**config.mk**
```make
export PLATFORM = sky130hd
export DESIGN_NAME = piu_top
export DESIGN_NICKNAME = d
export VERILOG_FILES = /design/src/hdl/piu_pin_sync.v /design/src/hdl/piu_top.v
export VERILOG_INCLUDE_DIRS = /design/src /design/src/hdl
export SDC_FILE = /design/constraint.sdc
export NUM_CORES = 1
export LEC_CHECK = 0
export BUFFER_PORTS_ARGS = -buffer_cell sky130_fd_sc_hd__buf_2
export CORE_UTILIZATION = 45
export CTS_BUF_LIST = sky130_fd_sc_hd__clkbuf_16
export DETAILED_ROUTE_END_ITERATION = 16
export MAX_ROUTING_LAYER = met4
export PLACE_DENSITY_LB_ADDON = 0.2
export SYNTH_ARGS = -nofsm -noshare
export SYNTH_HDL_FRONTEND = slang
export SYNTH_SLANG_ARGS = --single-unit
```
**constraint.sdc**
```tcl
create_clock -name clock_in -period 14.5 [get_ports clock_in]
set_input_delay 1.45 -clock clock_in [delete_from_list [all_inputs] [get_ports clock_in]]
set_output_delay 1.45 -clock clock_in [all_outputs]
set_load 0.005 [all_outputs]
```
**src/hdl/piu_consts.vh**
```
// constants for the peripheral interrupt priority unit: offsets, bits, resets
// included by the unit's design files; definitions only
`ifndef PIU_CONSTS_VH
`define PIU_CONSTS_VH

// apb word offsets (byte addresses)
`define PIU_ADDR_INTCON 8'h00
`define PIU_ADDR_INTCON2 8'h04
`define PIU_ADDR_THIRD_IRQ_CONTROL 8'h08
`define PIU_ADDR_FLAG1 8'h0C
`define PIU_ADDR_FLAG2 8'h10
`define PIU_ADDR_PERIPHERAL_IRQ_ENABLE_1 8'h14
`define PIU_ADDR_PERIPHERAL_IRQ_ENABLE_2 8'h18
`define PIU_ADDR_PERIPHERAL_IRQ_PRIORITY_1 8'h1C
`define PIU_ADDR_PERIPHERAL_IRQ_PRIORITY_2 8'h20
`define PIU_ADDR_RCC 8'h24
`define PIU_ADDR_T0CTL 8'h28
`define PIU_ADDR_T0LO 8'h2C
`define PIU_ADDR_T0HI 8'h30

// first control register bits
`define PIU_GIE 7
`define PIU_PERIPHERAL_IRQ_GATE 6
`define PIU_T0IE 5
`define PIU_X0IE 4
`define PIU_PORT_CHANGE_ENABLE 3
`define PIU_T0IF 2
`define PIU_X0IF 1
`define PIU_PORT_CHANGE_FLAG 0

// second control register bits
`define PIU_EDGE0 6
`define PIU_EDGE1 5
`define PIU_EDGE2 4
`define PIU_T0IP 2
`define PIU_PORT_CHANGE_PRIORITY 0

// third control register bits
`define PIU_X2IP 7
`define PIU_X1IP 6
`define PIU_X2IE 4
`define PIU_X1IE 3
`define PIU_X2IF 1
`define PIU_X1IF 0

// reset-cause register bits
`define PIU_PRIORITY_LEVELS_ON 7
`define PIU_RI 4
`define PIU_TO 3
`define PIU_PD 2
`define PIU_POR 1
`define PIU_BOR 0

// capture-compare one flag position in flag register 1
`define PIU_CC1 2

// timer-0 control bits
`define PIU_T0ON 7
`define PIU_T0_8BIT 6

// reset values
`define PIU_RST_INTCON 8'h00
`define PIU_RST_INTCON2 8'hF5
`define PIU_RST_THIRD_IRQ_CONTROL 8'hC0
`define PIU_RST_ZERO 8'h00
`define PIU_RST_PERIPHERAL_IRQ_PRIORITY_1 8'hFF
`define PIU_RST_PERIPHERAL_IRQ_PRIORITY_2 8'hDF
`define PIU_RST_RCC 8'h1C
`define PIU_RST_T0CTL 8'h40

// implemented-bit masks
`define PIU_MASK_INTCON2 8'hF5
`define PIU_MASK_THIRD_IRQ_CONTROL 8'hDB
`define PIU_MASK_REG2 8'hDF
`define PIU_MASK_RCC_WR 8'h93
`define PIU_MASK_T0CTL 8'hC0

// count limits
`define PIU_T0_MAX8 8'hFF
`define PIU_T0_MAX16 16'hFFFF
`define PIU_PC_W 21

`endif

```
**src/hdl/piu_pin_sync.v**
```verilog
// two-flop synchroniser with edge detection for a group of pins
// assumes the pins are asynchronous to clock_in; edges are masked until both
// the sync stage and the history stage hold real pin samples, so no false edge
// appears after reset whatever level the pins idle at
`timescale 1ns/10ps
module piu_pin_sync #(
  parameter W = 1
)
(
  input wire clock_in,
  input wire rst_in,
  input wire [W-1:0] pin_in,
  output wire [W-1:0] rise_out,
  output wire [W-1:0] fall_out
);

  reg [W-1:0] meta_ff;
  reg [W-1:0] sync_ff;
  reg [W-1:0] last_ff;
  reg [2:0] primed_ff;

  // two-flop crossing, then one stage of history
  always @(posedge clock_in or posedge rst_in)
  begin
    if (rst_in)
    begin
      meta_ff <= {W{1'b0}};
      sync_ff <= {W{1'b0}};
      last_ff <= {W{1'b0}};
      primed_ff <= 3'h0;
    end
    else
    begin
      meta_ff <= pin_in;
      sync_ff <= meta_ff;
      last_ff <= sync_ff;
      primed_ff <= {primed_ff[1:0], 1'b1}; // third edge: history holds a sample
    end
  end

  // edges only once history holds a real sample
  assign rise_out = (sync_ff & ~last_ff) & {W{primed_ff[2]}};
  assign fall_out = (~sync_ff & last_ff) & {W{primed_ff[2]}};

endmodule

```
**src/hdl/piu_top.v**
```verilog
// peripheral interrupt priority unit: enables, priorities, flags, reset cause,
// external pin and port-change interrupts, timer-0 overflow, context shadows
// assumes an apb master on clock_in; event and core inputs are single-cycle
// pulses on clock_in; pins are asynchronous and synchronised here
//
// Summary of operation
// - legacy mode: peripherals need gate plus enable
// - enable register one: eight peripheral enables, reset zero
// - enable register two: bit five reads zero
// - priority registers reset high, used when levels on
// - reset-cause bit seven switches priority levels
// - soft reset clears marker; firmware sets; bits six-five zero
// - watchdog flag: set power-up/clear/sleep, cleared on expiry
// - sleep marker: set power-up/clear, cleared by sleep
// - power-on flag cleared by power-on, firmware sets
// - brown-out flag cleared by brown-out, firmware sets
// - external pins: selectable edge sets pin flag
// - enabled pin interrupt wakes from power-managed mode
// - pins one, two priority bits; pin zero high
// - eight-bit timer wrap sets overflow flag
// - sixteen-bit pair wrap sets overflow flag
// - timer enable bit five, priority bit two
// - port upper nibble change sets change flag
// - interrupt entry pushes pc, copies shadow registers
// - capture or compare match sets capcomp one flag, except in pwm mode
// - flags set regardless of any enable
// - edge selects bits six-four, reset rising
//
// The implementer's own choices: the APB register port and the register offsets.
`timescale 1ns/10ps
`include "piu_consts.vh"
module piu_top
(
  input wire clock_in,
  input wire rst_in,
  // apb slave
  input wire psel_in,
  input wire penable_in,
  input wire pwrite_in,
  input wire [7:0] paddr_in,
  input wire [31:0] pwdata_in,
  output reg [31:0] prdata_out,
  output reg pready_out,
  output reg pslverr_out,
  // pins
  input wire [2:0] ext_pin_in,
  input wire [3:0] port_upper_in,
  // peripheral events
  input wire [7:0] periph1_event_in,
  input wire [7:0] periph2_event_in,
  input wire capcomp_capture_in,
  input wire capcomp_match_in,
  input wire capcomp_pwm_mode_in,
  input wire timer_zero_tick_in,
  // reset-cause events from the core
  input wire por_event_in,
  input wire bor_event_in,
  input wire soft_reset_event_in,
  input wire watchdog_expiry_in,
  input wire watchdog_clear_in,
  input wire sleep_exec_in,
  input wire power_managed_in,
  // core context at interrupt entry
  input wire irq_entry_in,
  input wire [20:0] core_pc_in,
  input wire [7:0] core_accum_in,
  input wire [7:0] core_status_in,
  input wire [7:0] core_bank_in,
  // core requests
  output reg irq_high_out,
  output reg irq_low_out,
  output reg wake_out,
  output reg stack_push_out,
  output reg [20:0] stack_pc_out,
  output reg [7:0] shadow_accum_out,
  output reg [7:0] shadow_status_out,
  output reg [7:0] shadow_bank_out
);

  reg [7:0] intcon_ff;
  reg [7:0] intcon2_ff;
  reg [7:0] third_irq_control_ff;
  reg [7:0] flag1_ff;
  reg [7:0] flag2_ff;
  reg [7:0] peripheral_irq_enable_1_ff;
  reg [7:0] peripheral_irq_enable_2_ff;
  reg [7:0] peripheral_irq_priority_1_ff;
  reg [7:0] peripheral_irq_priority_2_ff;
  reg [7:0] rcc_ff;
  reg [7:0] t0ctl_ff;
  reg [7:0] t0lo_ff;
  reg [7:0] t0hi_ff;
  reg [7:0] nxt_intcon;
  reg [7:0] nxt_third_irq_control;
  reg [7:0] nxt_flag1;
  reg [7:0] nxt_flag2;
  reg [7:0] nxt_rcc;
  reg [7:0] nxt_t0lo;
  reg [7:0] nxt_t0hi;
  reg [31:0] nxt_prdata;
  reg nxt_slverr;
  reg addr_hit;
  reg t0_wrap;
  wire [2:0] pin_rise;
  wire [2:0] pin_fall;
  wire [3:0] port_rise;
  wire [3:0] port_fall;
  wire [2:0] edge_sel;
  wire [2:0] pin_hit;
  wire port_change;
  wire wr_go;
  wire [7:0] wdat;
  wire [15:0] t0_pair;
  wire [7:0] act1;
  wire [7:0] act2;
  wire act_x0;
  wire act_x1;
  wire act_x2;
  wire act_t0;
  wire act_rb;
  wire core_any;
  wire periph_any;
  wire hi_any;
  wire lo_any;
  wire priority_levels_on;

  // pin synchronisers
  piu_pin_sync #(.W(3)) u_ext_sync
  (
    .clock_in(clock_in),
    .rst_in(rst_in),
    .pin_in(ext_pin_in),
    .rise_out(pin_rise),
    .fall_out(pin_fall)
  );

  piu_pin_sync #(.W(4)) u_port_sync
  (
    .clock_in(clock_in),
    .rst_in(rst_in),
    .pin_in(port_upper_in),
    .rise_out(port_rise),
    .fall_out(port_fall)
  );

  // edge choice per pin and change detect
  assign edge_sel = {intcon2_ff[`PIU_EDGE2], intcon2_ff[`PIU_EDGE1],
                     intcon2_ff[`PIU_EDGE0]};
  assign pin_hit = (edge_sel & pin_rise) | (~edge_sel & pin_fall);
  assign port_change = |(port_rise | port_fall);

  // apb write strobe: taken on the edge where pready is seen high
  assign wr_go = psel_in & penable_in & pready_out & pwrite_in;
  assign wdat = pwdata_in[7:0];
  assign t0_pair = {t0hi_ff, t0lo_ff};
  assign priority_levels_on = rcc_ff[`PIU_PRIORITY_LEVELS_ON];

  // timer-0 count and wrap detection
  always @*
  begin
    nxt_t0lo = t0lo_ff;
    nxt_t0hi = t0hi_ff;
    t0_wrap = 1'b0;
    if (t0ctl_ff[`PIU_T0ON] && timer_zero_tick_in)
    begin
      if (t0ctl_ff[`PIU_T0_8BIT])
      begin
        nxt_t0lo = t0lo_ff + 8'h01;
        t0_wrap = (t0lo_ff == `PIU_T0_MAX8);
      end
      else
      begin
        {nxt_t0hi, nxt_t0lo} = t0_pair + 16'h0001;
        t0_wrap = (t0_pair == `PIU_T0_MAX16);
      end
    end
    if (wr_go && paddr_in == `PIU_ADDR_T0LO)
      nxt_t0lo = wdat;
    if (wr_go && paddr_in == `PIU_ADDR_T0HI)
      nxt_t0hi = wdat;
  end

  // flag registers: software write, then hardware set wins
  always @*
  begin
    nxt_intcon = intcon_ff;
    nxt_third_irq_control = third_irq_control_ff;
    nxt_flag1 = flag1_ff;
    nxt_flag2 = flag2_ff;
    if (wr_go && paddr_in == `PIU_ADDR_INTCON)
      nxt_intcon = wdat;
    if (wr_go && paddr_in == `PIU_ADDR_THIRD_IRQ_CONTROL)
      nxt_third_irq_control = wdat & `PIU_MASK_THIRD_IRQ_CONTROL;
    if (wr_go && paddr_in == `PIU_ADDR_FLAG1)
      nxt_flag1 = wdat;
    if (wr_go && paddr_in == `PIU_ADDR_FLAG2)
      nxt_flag2 = wdat & `PIU_MASK_REG2;
    // sets ignore every enable so software can poll
    nxt_intcon[`PIU_X0IF] = nxt_intcon[`PIU_X0IF] | pin_hit[0];
    nxt_third_irq_control[`PIU_X1IF] = nxt_third_irq_control[`PIU_X1IF] | pin_hit[1];
    nxt_third_irq_control[`PIU_X2IF] = nxt_third_irq_control[`PIU_X2IF] | pin_hit[2];
    nxt_intcon[`PIU_T0IF] = nxt_intcon[`PIU_T0IF] | t0_wrap;
    nxt_intcon[`PIU_PORT_CHANGE_FLAG] = nxt_intcon[`PIU_PORT_CHANGE_FLAG] | port_change;
    nxt_flag1 = nxt_flag1 | periph1_event_in;
    nxt_flag1[`PIU_CC1] = nxt_flag1[`PIU_CC1] |
      ((capcomp_capture_in | capcomp_match_in) & ~capcomp_pwm_mode_in);
    nxt_flag2 = nxt_flag2 | (periph2_event_in & `PIU_MASK_REG2);
  end

  // reset-cause register: firmware write, then core events
  always @*
  begin
    nxt_rcc = rcc_ff;
    if (wr_go && paddr_in == `PIU_ADDR_RCC)
      nxt_rcc = (wdat & `PIU_MASK_RCC_WR) | (rcc_ff & ~`PIU_MASK_RCC_WR);
    if (watchdog_clear_in)
    begin
      nxt_rcc[`PIU_TO] = 1'b1;
      nxt_rcc[`PIU_PD] = 1'b1;
    end
    if (sleep_exec_in)
    begin
      nxt_rcc[`PIU_TO] = 1'b1;
      nxt_rcc[`PIU_PD] = 1'b0;
    end
    if (watchdog_expiry_in)
      nxt_rcc[`PIU_TO] = 1'b0;
    if (soft_reset_event_in)
      nxt_rcc[`PIU_RI] = 1'b0;
    if (bor_event_in)
      nxt_rcc[`PIU_BOR] = 1'b0;
    if (por_event_in)
    begin
      nxt_rcc[`PIU_POR] = 1'b0;
      nxt_rcc[`PIU_TO] = 1'b1;
      nxt_rcc[`PIU_PD] = 1'b1;
    end
  end

  // register state
  always @(posedge clock_in or posedge rst_in)
  begin
    if (rst_in)
    begin
      intcon_ff <= `PIU_RST_INTCON;
      intcon2_ff <= `PIU_RST_INTCON2;
      third_irq_control_ff <= `PIU_RST_THIRD_IRQ_CONTROL;
      flag1_ff <= `PIU_RST_ZERO;
      flag2_ff <= `PIU_RST_ZERO;
      peripheral_irq_enable_1_ff <= `PIU_RST_ZERO;
      peripheral_irq_enable_2_ff <= `PIU_RST_ZERO;
      peripheral_irq_priority_1_ff <= `PIU_RST_PERIPHERAL_IRQ_PRIORITY_1;
      peripheral_irq_priority_2_ff <= `PIU_RST_PERIPHERAL_IRQ_PRIORITY_2;
      rcc_ff <= `PIU_RST_RCC;
      t0ctl_ff <= `PIU_RST_T0CTL;
      t0lo_ff <= `PIU_RST_ZERO;
      t0hi_ff <= `PIU_RST_ZERO;
    end
    else
    begin
      intcon_ff <= nxt_intcon;
      third_irq_control_ff <= nxt_third_irq_control;
      flag1_ff <= nxt_flag1;
      flag2_ff <= nxt_flag2;
      rcc_ff <= nxt_rcc;
      t0lo_ff <= nxt_t0lo;
      t0hi_ff <= nxt_t0hi;
      if (wr_go && paddr_in == `PIU_ADDR_INTCON2)
        intcon2_ff <= wdat & `PIU_MASK_INTCON2;
      if (wr_go && paddr_in == `PIU_ADDR_PERIPHERAL_IRQ_ENABLE_1)
        peripheral_irq_enable_1_ff <= wdat;
      if (wr_go && paddr_in == `PIU_ADDR_PERIPHERAL_IRQ_ENABLE_2)
        peripheral_irq_enable_2_ff <= wdat & `PIU_MASK_REG2;
      if (wr_go && paddr_in == `PIU_ADDR_PERIPHERAL_IRQ_PRIORITY_1)
        peripheral_irq_priority_1_ff <= wdat;
      if (wr_go && paddr_in == `PIU_ADDR_PERIPHERAL_IRQ_PRIORITY_2)
        peripheral_irq_priority_2_ff <= wdat & `PIU_MASK_REG2;
      if (wr_go && paddr_in == `PIU_ADDR_T0CTL)
        t0ctl_ff <= wdat & `PIU_MASK_T0CTL;
    end
  end

  // read mux and unmapped-address detect
  always @*
  begin
    nxt_prdata = 32'h0000_0000;
    addr_hit = 1'b1;
    case (paddr_in)
      `PIU_ADDR_INTCON: nxt_prdata[7:0] = intcon_ff;
      `PIU_ADDR_INTCON2: nxt_prdata[7:0] = intcon2_ff;
      `PIU_ADDR_THIRD_IRQ_CONTROL: nxt_prdata[7:0] = third_irq_control_ff;
      `PIU_ADDR_FLAG1: nxt_prdata[7:0] = flag1_ff;
      `PIU_ADDR_FLAG2: nxt_prdata[7:0] = flag2_ff;
      `PIU_ADDR_PERIPHERAL_IRQ_ENABLE_1: nxt_prdata[7:0] = peripheral_irq_enable_1_ff;
      `PIU_ADDR_PERIPHERAL_IRQ_ENABLE_2: nxt_prdata[7:0] = peripheral_irq_enable_2_ff;
      `PIU_ADDR_PERIPHERAL_IRQ_PRIORITY_1: nxt_prdata[7:0] = peripheral_irq_priority_1_ff;
      `PIU_ADDR_PERIPHERAL_IRQ_PRIORITY_2: nxt_prdata[7:0] = peripheral_irq_priority_2_ff;
      `PIU_ADDR_RCC: nxt_prdata[7:0] = rcc_ff;
      `PIU_ADDR_T0CTL: nxt_prdata[7:0] = t0ctl_ff;
      `PIU_ADDR_T0LO: nxt_prdata[7:0] = t0lo_ff;
      `PIU_ADDR_T0HI: nxt_prdata[7:0] = t0hi_ff;
      default: addr_hit = 1'b0;
    endcase
    nxt_slverr = ~addr_hit;
  end

  // apb answer: one wait state, pready raised in the second access cycle
  always @(posedge clock_in or posedge rst_in)
  begin
    if (rst_in)
    begin
      pready_out <= 1'b0;
      pslverr_out <= 1'b0;
      prdata_out <= 32'h0000_0000;
    end
    else
    begin
      pready_out <= psel_in & penable_in & ~pready_out;
      if (psel_in && penable_in && !pready_out)
      begin
        prdata_out <= pwrite_in ? 32'h0000_0000 : nxt_prdata;
        pslverr_out <= nxt_slverr;
      end
      else
      begin
        prdata_out <= 32'h0000_0000;
        pslverr_out <= 1'b0;
      end
    end
  end

  // active sources: flag and its own enable
  assign act1 = flag1_ff & peripheral_irq_enable_1_ff;
  assign act2 = flag2_ff & peripheral_irq_enable_2_ff & `PIU_MASK_REG2;
  assign act_x0 = intcon_ff[`PIU_X0IF] & intcon_ff[`PIU_X0IE];
  assign act_x1 = third_irq_control_ff[`PIU_X1IF] & third_irq_control_ff[`PIU_X1IE];
  assign act_x2 = third_irq_control_ff[`PIU_X2IF] & third_irq_control_ff[`PIU_X2IE];
  assign act_t0 = intcon_ff[`PIU_T0IF] & intcon_ff[`PIU_T0IE];
  assign act_rb = intcon_ff[`PIU_PORT_CHANGE_FLAG] & intcon_ff[`PIU_PORT_CHANGE_ENABLE];
  assign core_any = act_x0 | act_x1 | act_x2 | act_t0 | act_rb;
  assign periph_any = |act1 | |act2;

  // split by priority; pin zero is always high
  assign hi_any = act_x0 | (act_x1 & third_irq_control_ff[`PIU_X1IP]) |
    (act_x2 & third_irq_control_ff[`PIU_X2IP]) | (act_t0 & intcon2_ff[`PIU_T0IP]) |
    (act_rb & intcon2_ff[`PIU_PORT_CHANGE_PRIORITY]) | |(act1 & peripheral_irq_priority_1_ff) |
    |(act2 & peripheral_irq_priority_2_ff);
  assign lo_any = (act_x1 & ~third_irq_control_ff[`PIU_X1IP]) |
    (act_x2 & ~third_irq_control_ff[`PIU_X2IP]) | (act_t0 & ~intcon2_ff[`PIU_T0IP]) |
    (act_rb & ~intcon2_ff[`PIU_PORT_CHANGE_PRIORITY]) | |(act1 & ~peripheral_irq_priority_1_ff) |
    |(act2 & ~peripheral_irq_priority_2_ff);

  // requests to the core, wake and context capture
  always @(posedge clock_in or posedge rst_in)
  begin
    if (rst_in)
    begin
      irq_high_out <= 1'b0;
      irq_low_out <= 1'b0;
      wake_out <= 1'b0;
      stack_push_out <= 1'b0;
      stack_pc_out <= 21'h00_0000;
      shadow_accum_out <= 8'h00;
      shadow_status_out <= 8'h00;
      shadow_bank_out <= 8'h00;
    end
    else
    begin
      if (priority_levels_on)
      begin
        irq_high_out <= intcon_ff[`PIU_GIE] & hi_any;
        irq_low_out <= intcon_ff[`PIU_PERIPHERAL_IRQ_GATE] & lo_any;
      end
      else
      begin
        // single level: peripherals also need the gate bit
        irq_high_out <= intcon_ff[`PIU_GIE] &
          (core_any | (intcon_ff[`PIU_PERIPHERAL_IRQ_GATE] & periph_any));
        irq_low_out <= 1'b0;
      end
      wake_out <= power_managed_in & (act_x0 | act_x1 | act_x2);
      stack_push_out <= irq_entry_in;
      if (irq_entry_in)
      begin
        stack_pc_out <= core_pc_in;
        shadow_accum_out <= core_accum_in;
        shadow_status_out <= core_status_in;
        shadow_bank_out <= core_bank_in;
      end
    end
  end

endmodule

```
# Word level (Yosys, flattened, before mapping)
# Index checks and enable logic that the tools add are counted.
[word_totals] in_bits=125 register_bits=202 out_inout_bits=83 word_cells=198
[classes] mux=26 bitwise_logic=82 reduce_logical=34 n_addsub=2 n_eq_ne=15
[ops] operator="one-hot mux 8 bit (13 select lines)" count=1
[ops] operator="2-to-1 mux 8 bit" count=10
[ops] operator="AND 8 bit" count=6
[ops] operator="equality test 8 x 6 -> 1 bit, second input constant" count=5
[ops] operator="OR reduction 8 bit" count=5
[ops] operator="equality test 8 x 5 -> 1 bit, second input constant" count=4
[ops] operator="bitwise OR 1 bit" count=24
[ops] operator="AND 1 bit" count=23
[ops] operator="AND 3 bit" count=6
[ops] operator="adder 16 x 1 -> 16 bit, second input constant" count=1
[ops] operator="AND 4 bit" count=4
[ops] operator="equality test 16 bit, second input constant" count=1
[ops] operator="equality test 8 x 4 -> 1 bit, second input constant" count=2
[ops] operator="logical AND 1 bit" count=16
[ops] operator="inverter 8 bit" count=2
[ops] operator="bitwise OR 8 bit" count=2
[ops] operator="OR reduction 13 bit" count=1
[ops] operator="nonzero test 2 bit" count=5
[ops] operator="2-to-1 mux 1 bit" count=9
[ops] operator="inverter 3 bit" count=3
[ops] operator="adder 8 x 1 -> 8 bit, second input constant" count=1
[ops] operator="equality test 8 x 3 -> 1 bit, second input constant" count=1
[ops] operator="equality test 8 bit, second input constant" count=1
[ops] operator="logical NOT 8 bit" count=1
[ops] operator="15 further kinds" count=25

# Longest topological paths before layout
# Gate-level depths: netlist (run 1).
[logic_depth] word_depth=10 depth_mapped=8 ltp_nobuf=5

# Hierarchy
# A second synthesis (run 1) with hierarchy kept.
[unflattened] cells_unflattened=701 hier_area_um2=8217.9
[modules_own_cells] mod="piu_top" seq_area_each_um2=3737.3 area_per_inst_um2=7404.6 instances=1 cells_each=656
[modules_own_cells] mod="piu_pin_sync at u_port_sync" seq_area_each_um2=375.4 area_per_inst_um2=452.9 instances=1 cells_each=25
[modules_own_cells] mod="piu_pin_sync at u_ext_sync" seq_area_each_um2=300.3 area_per_inst_um2=360.3 instances=1 cells_each=20

# Worst setup path before layout (run 1)
# Ideal clock, no wire load.
[synth_path] path_type="input-to-reg" start="in paddr_in[5]" end="reg third_irq_control_ff[3]" path_slack_ns=11.384 n_path_buf=3 setup_time_ns=0.125 path_stages=7 arrival_time_ns=2.991 required_ns=14.375 cell_sequence="buf_6 or3_1 buf_6 nor3b_4 and2_1 buf_4 mux2_2"
[synth_via] elab_chain_len=2
[synth_rtl] element="start: declaration" line_no="piu_top.v:40" source="input wire [7:0] paddr_in,"
[synth_rtl] element="equality test 8 x 4 -> 1 bit"
[synth_rtl] element="logical AND 1 bit (no source line)"
[synth_rtl] element="end signal: assignment" line_no="piu_top.v:247" source="third_irq_control_ff <= `PIU_RST_THIRD_IRQ_CONTROL;"
[synth_rtl] element="end signal: assignment" line_no="piu_top.v:262" source="third_irq_control_ff <= nxt_third_irq_control;"
[synth_rtl] element="end: declaration" line_no="piu_top.v:82" source="reg [7:0] third_irq_control_ff;"
# No other way between the ends.
# A chain may end at the register's enable or synchronous reset.

# Worst setup path in the final report (run 1)
[layout_path] start="in paddr_in[4]" end="reg flag2_ff[1]"
[layout_via] elab_chain_len=4
[layout_rtl] element="equality test 8 x 5 -> 1 bit"
[layout_rtl] element="logical AND 1 bit (no source line)"
[layout_rtl] element="2-to-1 mux 8 bit" line_no="piu_top.v:196" source="if (wr_go && paddr_in == `PIU_ADDR_FLAG2)"
[layout_rtl] element="bitwise OR 8 bit" line_no="piu_top.v:207" source="nxt_flag2 = nxt_flag2 | (periph2_event_in & `PIU_MASK_REG2);"
[layout_rtl] element="via nxt_flag2[1]" line_no="piu_top.v:96" source="reg [7:0] nxt_flag2;"
[layout_rtl] element="end signal: assignment" line_no="piu_top.v:249" source="flag2_ff <= `PIU_RST_ZERO;"
[layout_rtl] element="end signal: assignment" line_no="piu_top.v:264" source="flag2_ff <= nxt_flag2;"
[layout_rtl] element="end: declaration" line_no="piu_top.v:84" source="reg [7:0] flag2_ff;"
# The timed path passes the listed nets, and every way through them passes these cells.

==> summary.md, run 1 <==
| Metric | Value |
|---|---|
| Reg clk slew, reported paths | `roughly 0.08 ns` |
| CP arrival | `roughly 4 ns` |
| Ys Warns | `0` |
| # diodes | `0` |
| Worst skew pair latency | `about 0.43 ns` |
| GRT Overall Usage | `about a quarter` |
| GR Layer Usage met2 | `39.2%` |
| Synth Register Bits | `between 150 and 200` |
| RD Place Congestion | `approximately 0.91` |
| Area grow syn2layout | `18.5%` |
| Area of the core | `about 17,000 um2` |
| Post_cts resized | `0` |
| Vias in the first global route | `about 6,100` |
| Max frequency | `around 0.26 GHz` |
| First drt pass iteration count | `5` |
| Num CTS Buffers | `17` |
| Area post-placement | `8870 um2` |
| Synth top area cells | `dfrtp_1 (45%), mux2_2 (14%), dfstp_2 (8.9%)` |
| Switch Pwr | `between 200 and 300 uW` |
| Syn_area_per_cell | `11.7 um2` |
| Final hold vios | `0` |
| Yosys top cell area share | `a little under half` |
| First-pass GRT wire length | `approximately 35 mm` |
| Initial core utilization | `between 40 and 50%` |
| I/O pins | `208` |
| TritonCTS clock tree | `built` |
| Initial DRC Count | `477` |
| Crit path capture type | `register` |
| Worst IR drop on VDD | `between 0.07 and 0.08 mV` |
| Count leader, synth | `dfrtp_1` |
| Worst Skew | `roughly 0.0068 ns` |
| Layer with the highest usage | `met2` |
| Static leakage | `roughly 0.0042 uW` |
| Fin Setup TNS | `0 ns` |
| Register area share after synthesis | `54.1%` |
| Most common flop cell mapped by yosys | `dfrtp_1` |
| Die Span Y | `roughly 140 um` |
| Layout cells sized above 1 | `roughly two fifths` |
| Required time of the critical path | `around 15 ns` |
| Post-cts hold buffer count | `0` |
| Setup-failing EPs final | `0` |
| Pwr Density | `~110 nW/um2` |
| Hold crit path type | `reg2reg` |
| FILL cells | `1,518` |
| Post-Syn Area | `roughly 8000 um2` |
| Die area | `between 15,000 and 20,000 um2` |
| Worst path slowest cell | `nor2_1` |
| Worst-case clock buffer depth | `2` |
| Root Buffer | `clkbuf_16` |
| Worst-Margin Slew | `approximately 1.2 ns` |
| Crit Path Max Fanout | `30` |
| Setup WS post-layout | `between 10 and 15 ns` |
| Vias | `~6,100` |
| Sw frac | `26.9%` |
| Reg power frac | `between 40% and 50%` |
| CTS HTree Levels | `4` |
| CTS Sinks | `~170` |
| WL final | `around 22 mm` |
| Wire per inst | `~21 um` |
| Final nets | `952` |
| Yosys top cell by area | `dfrtp_1` |
| Post-place setup slack | `10.30 ns` |
| FFs w/ async S/R, synth | `100%` |
| DR vias/cell | `~5.7` |
| Pin count of the biggest net entering global routing | `between 100 and 150` |
| Slew headroom | `22.6%` |
| Buf+Inv Stages, Crit Path | `1` |
| Final worst path period share | `between 20% and 30%` |
| Initial antenna violation count | `0` |
| Number of max-cap violations | `0` |
| Comb pwr share | `under 10%` |
| Die X | `between 100 and 150 um` |
| Critical-path cell list | `buf_2 > nor4b_4 > nand2_1 > nor2_1 > nor2b_1 > a211o_1` |
| Grt met1 use | `35.9%` |
| Met3 Track Usage GR | `roughly 5.6%` |
| Detailed Place HPWL | `around 16 mm` |
| Internal | `about 770 uW` |
| Setup bufs post-CTS | `0` |
| Synth unique cells | `between 50 and 60` |
| Post-synth EDFFs | `0` |
| Startpoint Class | `input port` |
| Fin crit period | `approximately 3.8 ns` |
| Fin. max-slew vios | `0` |
| # port buffers | `between 150 and 200` |
| Total grt overflow | `0` |
| Post-route cell area | `between 9000 and 10,000 um2` |
| RSZ-0062 raised after global routing | `false` |
| CP delay by family, top | `simple AND/OR/NAND/NOR gates` |
| Post-Synthesis Cells | `683` |
| Status | `completed` |
| Post-synth top cells | `dfrtp_1 (145), mux2_2 (97), nand2_1 (65)` |
| # rows | `48` |
| Clock network fraction of design power | `between 40 and 50%` |
| Crit Path Class | `in2reg` |
| ANT nets after route | `0` |
| Post-route DRC violation count | `0` |
| Largest stage delay on the critical path | `roughly 0.9 ns` |
power by group through the flow:
stage / sequential, uW / combinational, uW / clock, uW
floorplan: 516 / 45.4 / 0
global placement: 515 / 80.9 / 0
detailed placement: 516 / 82.9 / 0
CTS: 507 / 82.8 / 474
global route: 510 / 90.1 / 496
finish: 507 / 82.0 / 465
through the flow:
| step | util, % | hold WS, ns | total power, uW | cells |
|---|---|---|---|---|
| final | 54.7 | 0.348 | 1050 | 1064 |
| after floorplan | - | 0.331 | 562 | 706 |
| after global routing | 54.7 | 0.353 | 1100 | 1064 |
| after detailed placement | 51.1 | 0.335 | 599 | 1032 |
| after global placement | 51.1 | 0.332 | 596 | 1032 |
| after CTS | 54.7 | 0.353 | 1060 | 1064 |
placed cells by master (no fill, tap or decap), types with 7 or more instances in the layout:
cell type,n
dfstp_2,27
clkinv_8,7
xor2_1,13
nand2_1,65
o21ai_0,27
nand4_1,10
conb_1,25
mux2i_1,16
a32oi_1,8
buf_2,158
and3_1,16
nor2b_1,12
nor3_1,8
a22oi_1,10
nor2_1,21
o22ai_1,11
mux2_2,97
a211o_1,14
nand3_1,35
clkbuf_16,17
dfrtp_1,145
layout make-up:
type	instances	area, um2	area share (%)
Multi-Input combinational cell	471	3420	36.0
Clock buffer	17	425	4.48
Timing Repair Buffer	163	828	8.72
Tap cell	225	282	2.97
Sequential cell	172	4340	45.7
Inverter	1	8.76	0.0923
Clock inverter	15	196	2.07
logic make-up after synthesis:
group | after synthesis | synth area share, %
AO/OA/AOI/OAI | 105 | 9.26
XOR/XNOR | 19 | 2.08
adder cells (fa/ha/maj) | 1 | 0.156
buffers and inverters | 63 | 4.47
flip-flops | 172 | 54.1
multiplexers | 115 | 16.2
other | 2 | 0.0937
AND/OR/NAND/NOR | 206 | 13.6
per-layer routing:
metal  vias to the layer above  part of all wire (%)
li1                       2727                     -
met1                      2993                    45
met2                       315                    46
met3                        34                   7.4
met4                         0                   2.2
met5                         -                     0
flip-flops by register name, indices dropped and copies added (netlist names), 7 cells and up:
name                          cells
shadow_bank_out                   8
flag2_ff                          7
t0hi_ff                           8
peripheral_irq_priority_2_ff      7
intcon_ff                         8
peripheral_irq_enable_2_ff        7
t0lo_ff                           8
flag1_ff                          8
peripheral_irq_priority_1_ff      8
shadow_status_out                 8
shadow_accum_out                  8
prdata_out                        8
stack_pc_out                     21
peripheral_irq_enable_1_ff        8
final timing paths:
kind | end | cells past startpoint | startpoint | slack, ns
setup / recovery | flag2_ff[1] | 6 | paddr_in[4] | 10.71
max in group asynchronous | t0ctl_ff[7] | 3 | rst_in | 11.85
hold reg to reg | u_ext_sync.sync_ff[2] | 0 | u_ext_sync.meta_ff[2] | 0.35
hold / removal | u_ext_sync.sync_ff[2] | 0 | u_ext_sync.meta_ff[2] | 0.35
setup reg to reg | flag2_ff[1] | 5 | pready_out | 12.12
min in group asynchronous | shadow_bank_out[3] | 2 | rst_in | 1.23
Note: power is estimated with default switching activity, not from simulation.
==> run 2: changes to the inputs <==
Clock period 14.5 ns to 3.8 ns, I/O delays scaled along.
==> summary.md, run 2 (synthesized netlist as in run 1, its figures left out) <==
| Metric | Value |
|---|---|
| Met2 wire len | `roughly 10 mm` |
| Worst-case clock buffer depth | `2` |
| Die Span Y | `around 140 um` |
| Worst Skew | `~0.018 ns` |
| Setup-failing EPs final | `0` |
| Commonest non-fill, non-tap cell in the layout | `buf_2` |
| Max FFs per register | `21` |
| CTS HTree Levels | `4` |
| Hold crit path type | `in2reg` |
| Critical-path cell list | `buf_2 > nor4b_4 > nand2_1 > nor2_2 > mux2_2` |
| CP startpoint | `paddr_in[4]` |
| Fin crit period | `approximately 2.3 ns` |
| Initial antenna violation count | `0` |
| Root Buffer | `clkbuf_16` |
| Wire per inst | `about 20 um` |
| Largest reg by FF count | `stack_pc_out` |
| Pin count of the biggest net entering global routing | `roughly 170` |
| DR vias/cell | `5.70` |
| ANT nets after route | `0` |
| Fin. max-slew vios | `0` |
| Uppermost layer routed | `met4` |
| Startpoint Class | `input port` |
| I/O pins | `208` |
| CTS Sinks | `~170` |
| Post-cts hold buffer count | `0` |
| Area grow syn2layout | `19.0%` |
| Vias | `around 6,100` |
| Final worst path period share | `60.2%` |
| Number of max-cap violations | `0` |
| Worst path slowest cell | `nor2_2` |
| Fin Setup TNS | `0 ns` |
| Most frequent cells in the layout | `buf_2 (158), dfrtp_1 (145), mux2_2 (97)` |
| Initial DRC Count | `roughly 500` |
| Initial core utilization | `a little under half` |
| Met3 wire length | `1.68 mm` |
| Largest stage delay on the critical path | `about 0.57 ns` |
| Layout cells sized above 1 | `roughly two fifths` |
| Reg clk slew, reported paths | `0.07 ns` |
| TritonCTS clock tree | `built` |
| Status | `completed` |
| Crit Path Max Fanout | `30` |
| Hold path startpoint | `port_upper_in[3]` |
| Crit Path Class | `in2reg` |
| Max frequency | `about 0.44 GHz` |
| RD Place Congestion | `between 0.9 and 1` |
| Post-route DRC violation count | `0` |
| CP arrival | `roughly 2.6 ns` |
| Vias in the first global route | `around 6,000` |
| Num CTS Buffers | `17` |
| Final hold vios | `0` |
| Total grt overflow | `0` |
| # port buffers | `158` |
| Slew headroom | `a little over a third` |
| WL final | `approximately 22 mm` |
| Setup bufs post-CTS | `0` |
| First drt pass iteration count | `5` |
| Worst skew pair latency | `around 0.43 ns` |
| Worst r2r src | `pready_out` |
| Final core occ | `54.9%` |
| # rows | `48` |
| RSZ-0062 raised after global routing | `false` |
| First-pass GRT wire length | `33.2 mm` |
| Crit path capture type | `register` |
| Detailed Place HPWL | `between 15 and 20 mm` |
| Post_cts resized | `0` |
| Worst-Margin Slew | `about 0.97 ns` |
| M1 WL | `9.57 mm` |
| Static leakage | `between 0.004 and 0.005 uW` |
| Area of the core | `~17,000 um2` |
| Die X | `135 um` |
| Final nets | `between 900 and 1,000` |
| Required time of the critical path | `4.15 ns` |
| Worst IR drop on VDD | `roughly 0.33 mV` |
| # diodes | `0` |
| Pwr Density | `429 nW/um2` |
| GRT Overall Usage | `25.1%` |
| Die area | `18,300 um2` |
## run 2: power breakdown
part           total, uW  switching (uW)  internal (uW)
combinational        314             173            141
sequential          1940            38.3           1900
clock               1840             778           1060
## run 2: worst max-delay path, delay by kind of cell
kind,cells,cell delay [ns]
AND/OR/NAND/NOR,3,1.32
buffers and inverters,1,0.51
multiplexers,1,0.41
## run 2: per-layer routing
metal / track usage [%] / up-vias
met1: 34.0 / 2952
met5: - / -
met2: 37.1 / 358
met4: 9.43 / 0
li1: - / 2741
met3: 5.27 / 37
## run 2: stage by stage
stage	hold WS, ns	total power, uW	instances	setup WS [ns]	instance area [um2]
2_1_floorplan	0.331	2140	706	1.25	8100
3_3_place_gp	0.332	2280	1036	1.18	8910
3_5_place_dp	0.336	2290	1036	1.15	8910
4_1_cts	0.0309	4140	1068	1.50	9530
5_1_grt	0.0317	4240	1068	1.33	9530
6_report	0.0468	4090	1068	1.51	9530
## run 2: worst paths after layout
check	to	slack, ns	depth (start not counted)
worst max register to register	flag1_ff[0]	1.54	4
worst max-delay path	peripheral_irq_priority_1_ff[1]	1.51	5
min in group asynchronous	stack_pc_out[13]	0.16	3
max in group asynchronous	prdata_out[6]	2.86	3
worst min-delay path	u_port_sync.meta_ff[3]	0.05	1
worst min register to register	u_ext_sync.sync_ff[2]	0.35	0
## run 2: layout make-up
type / instances / area, um2
timing repair buffer: 167 / 871
multi-input combinational: 471 / 3410
fill: 1469 / 7820
sequential: 172 / 4340
inverter: 1 / 7.51
clock buffer: 17 / 425
tap: 225 / 282
clock inverter: 15 / 201
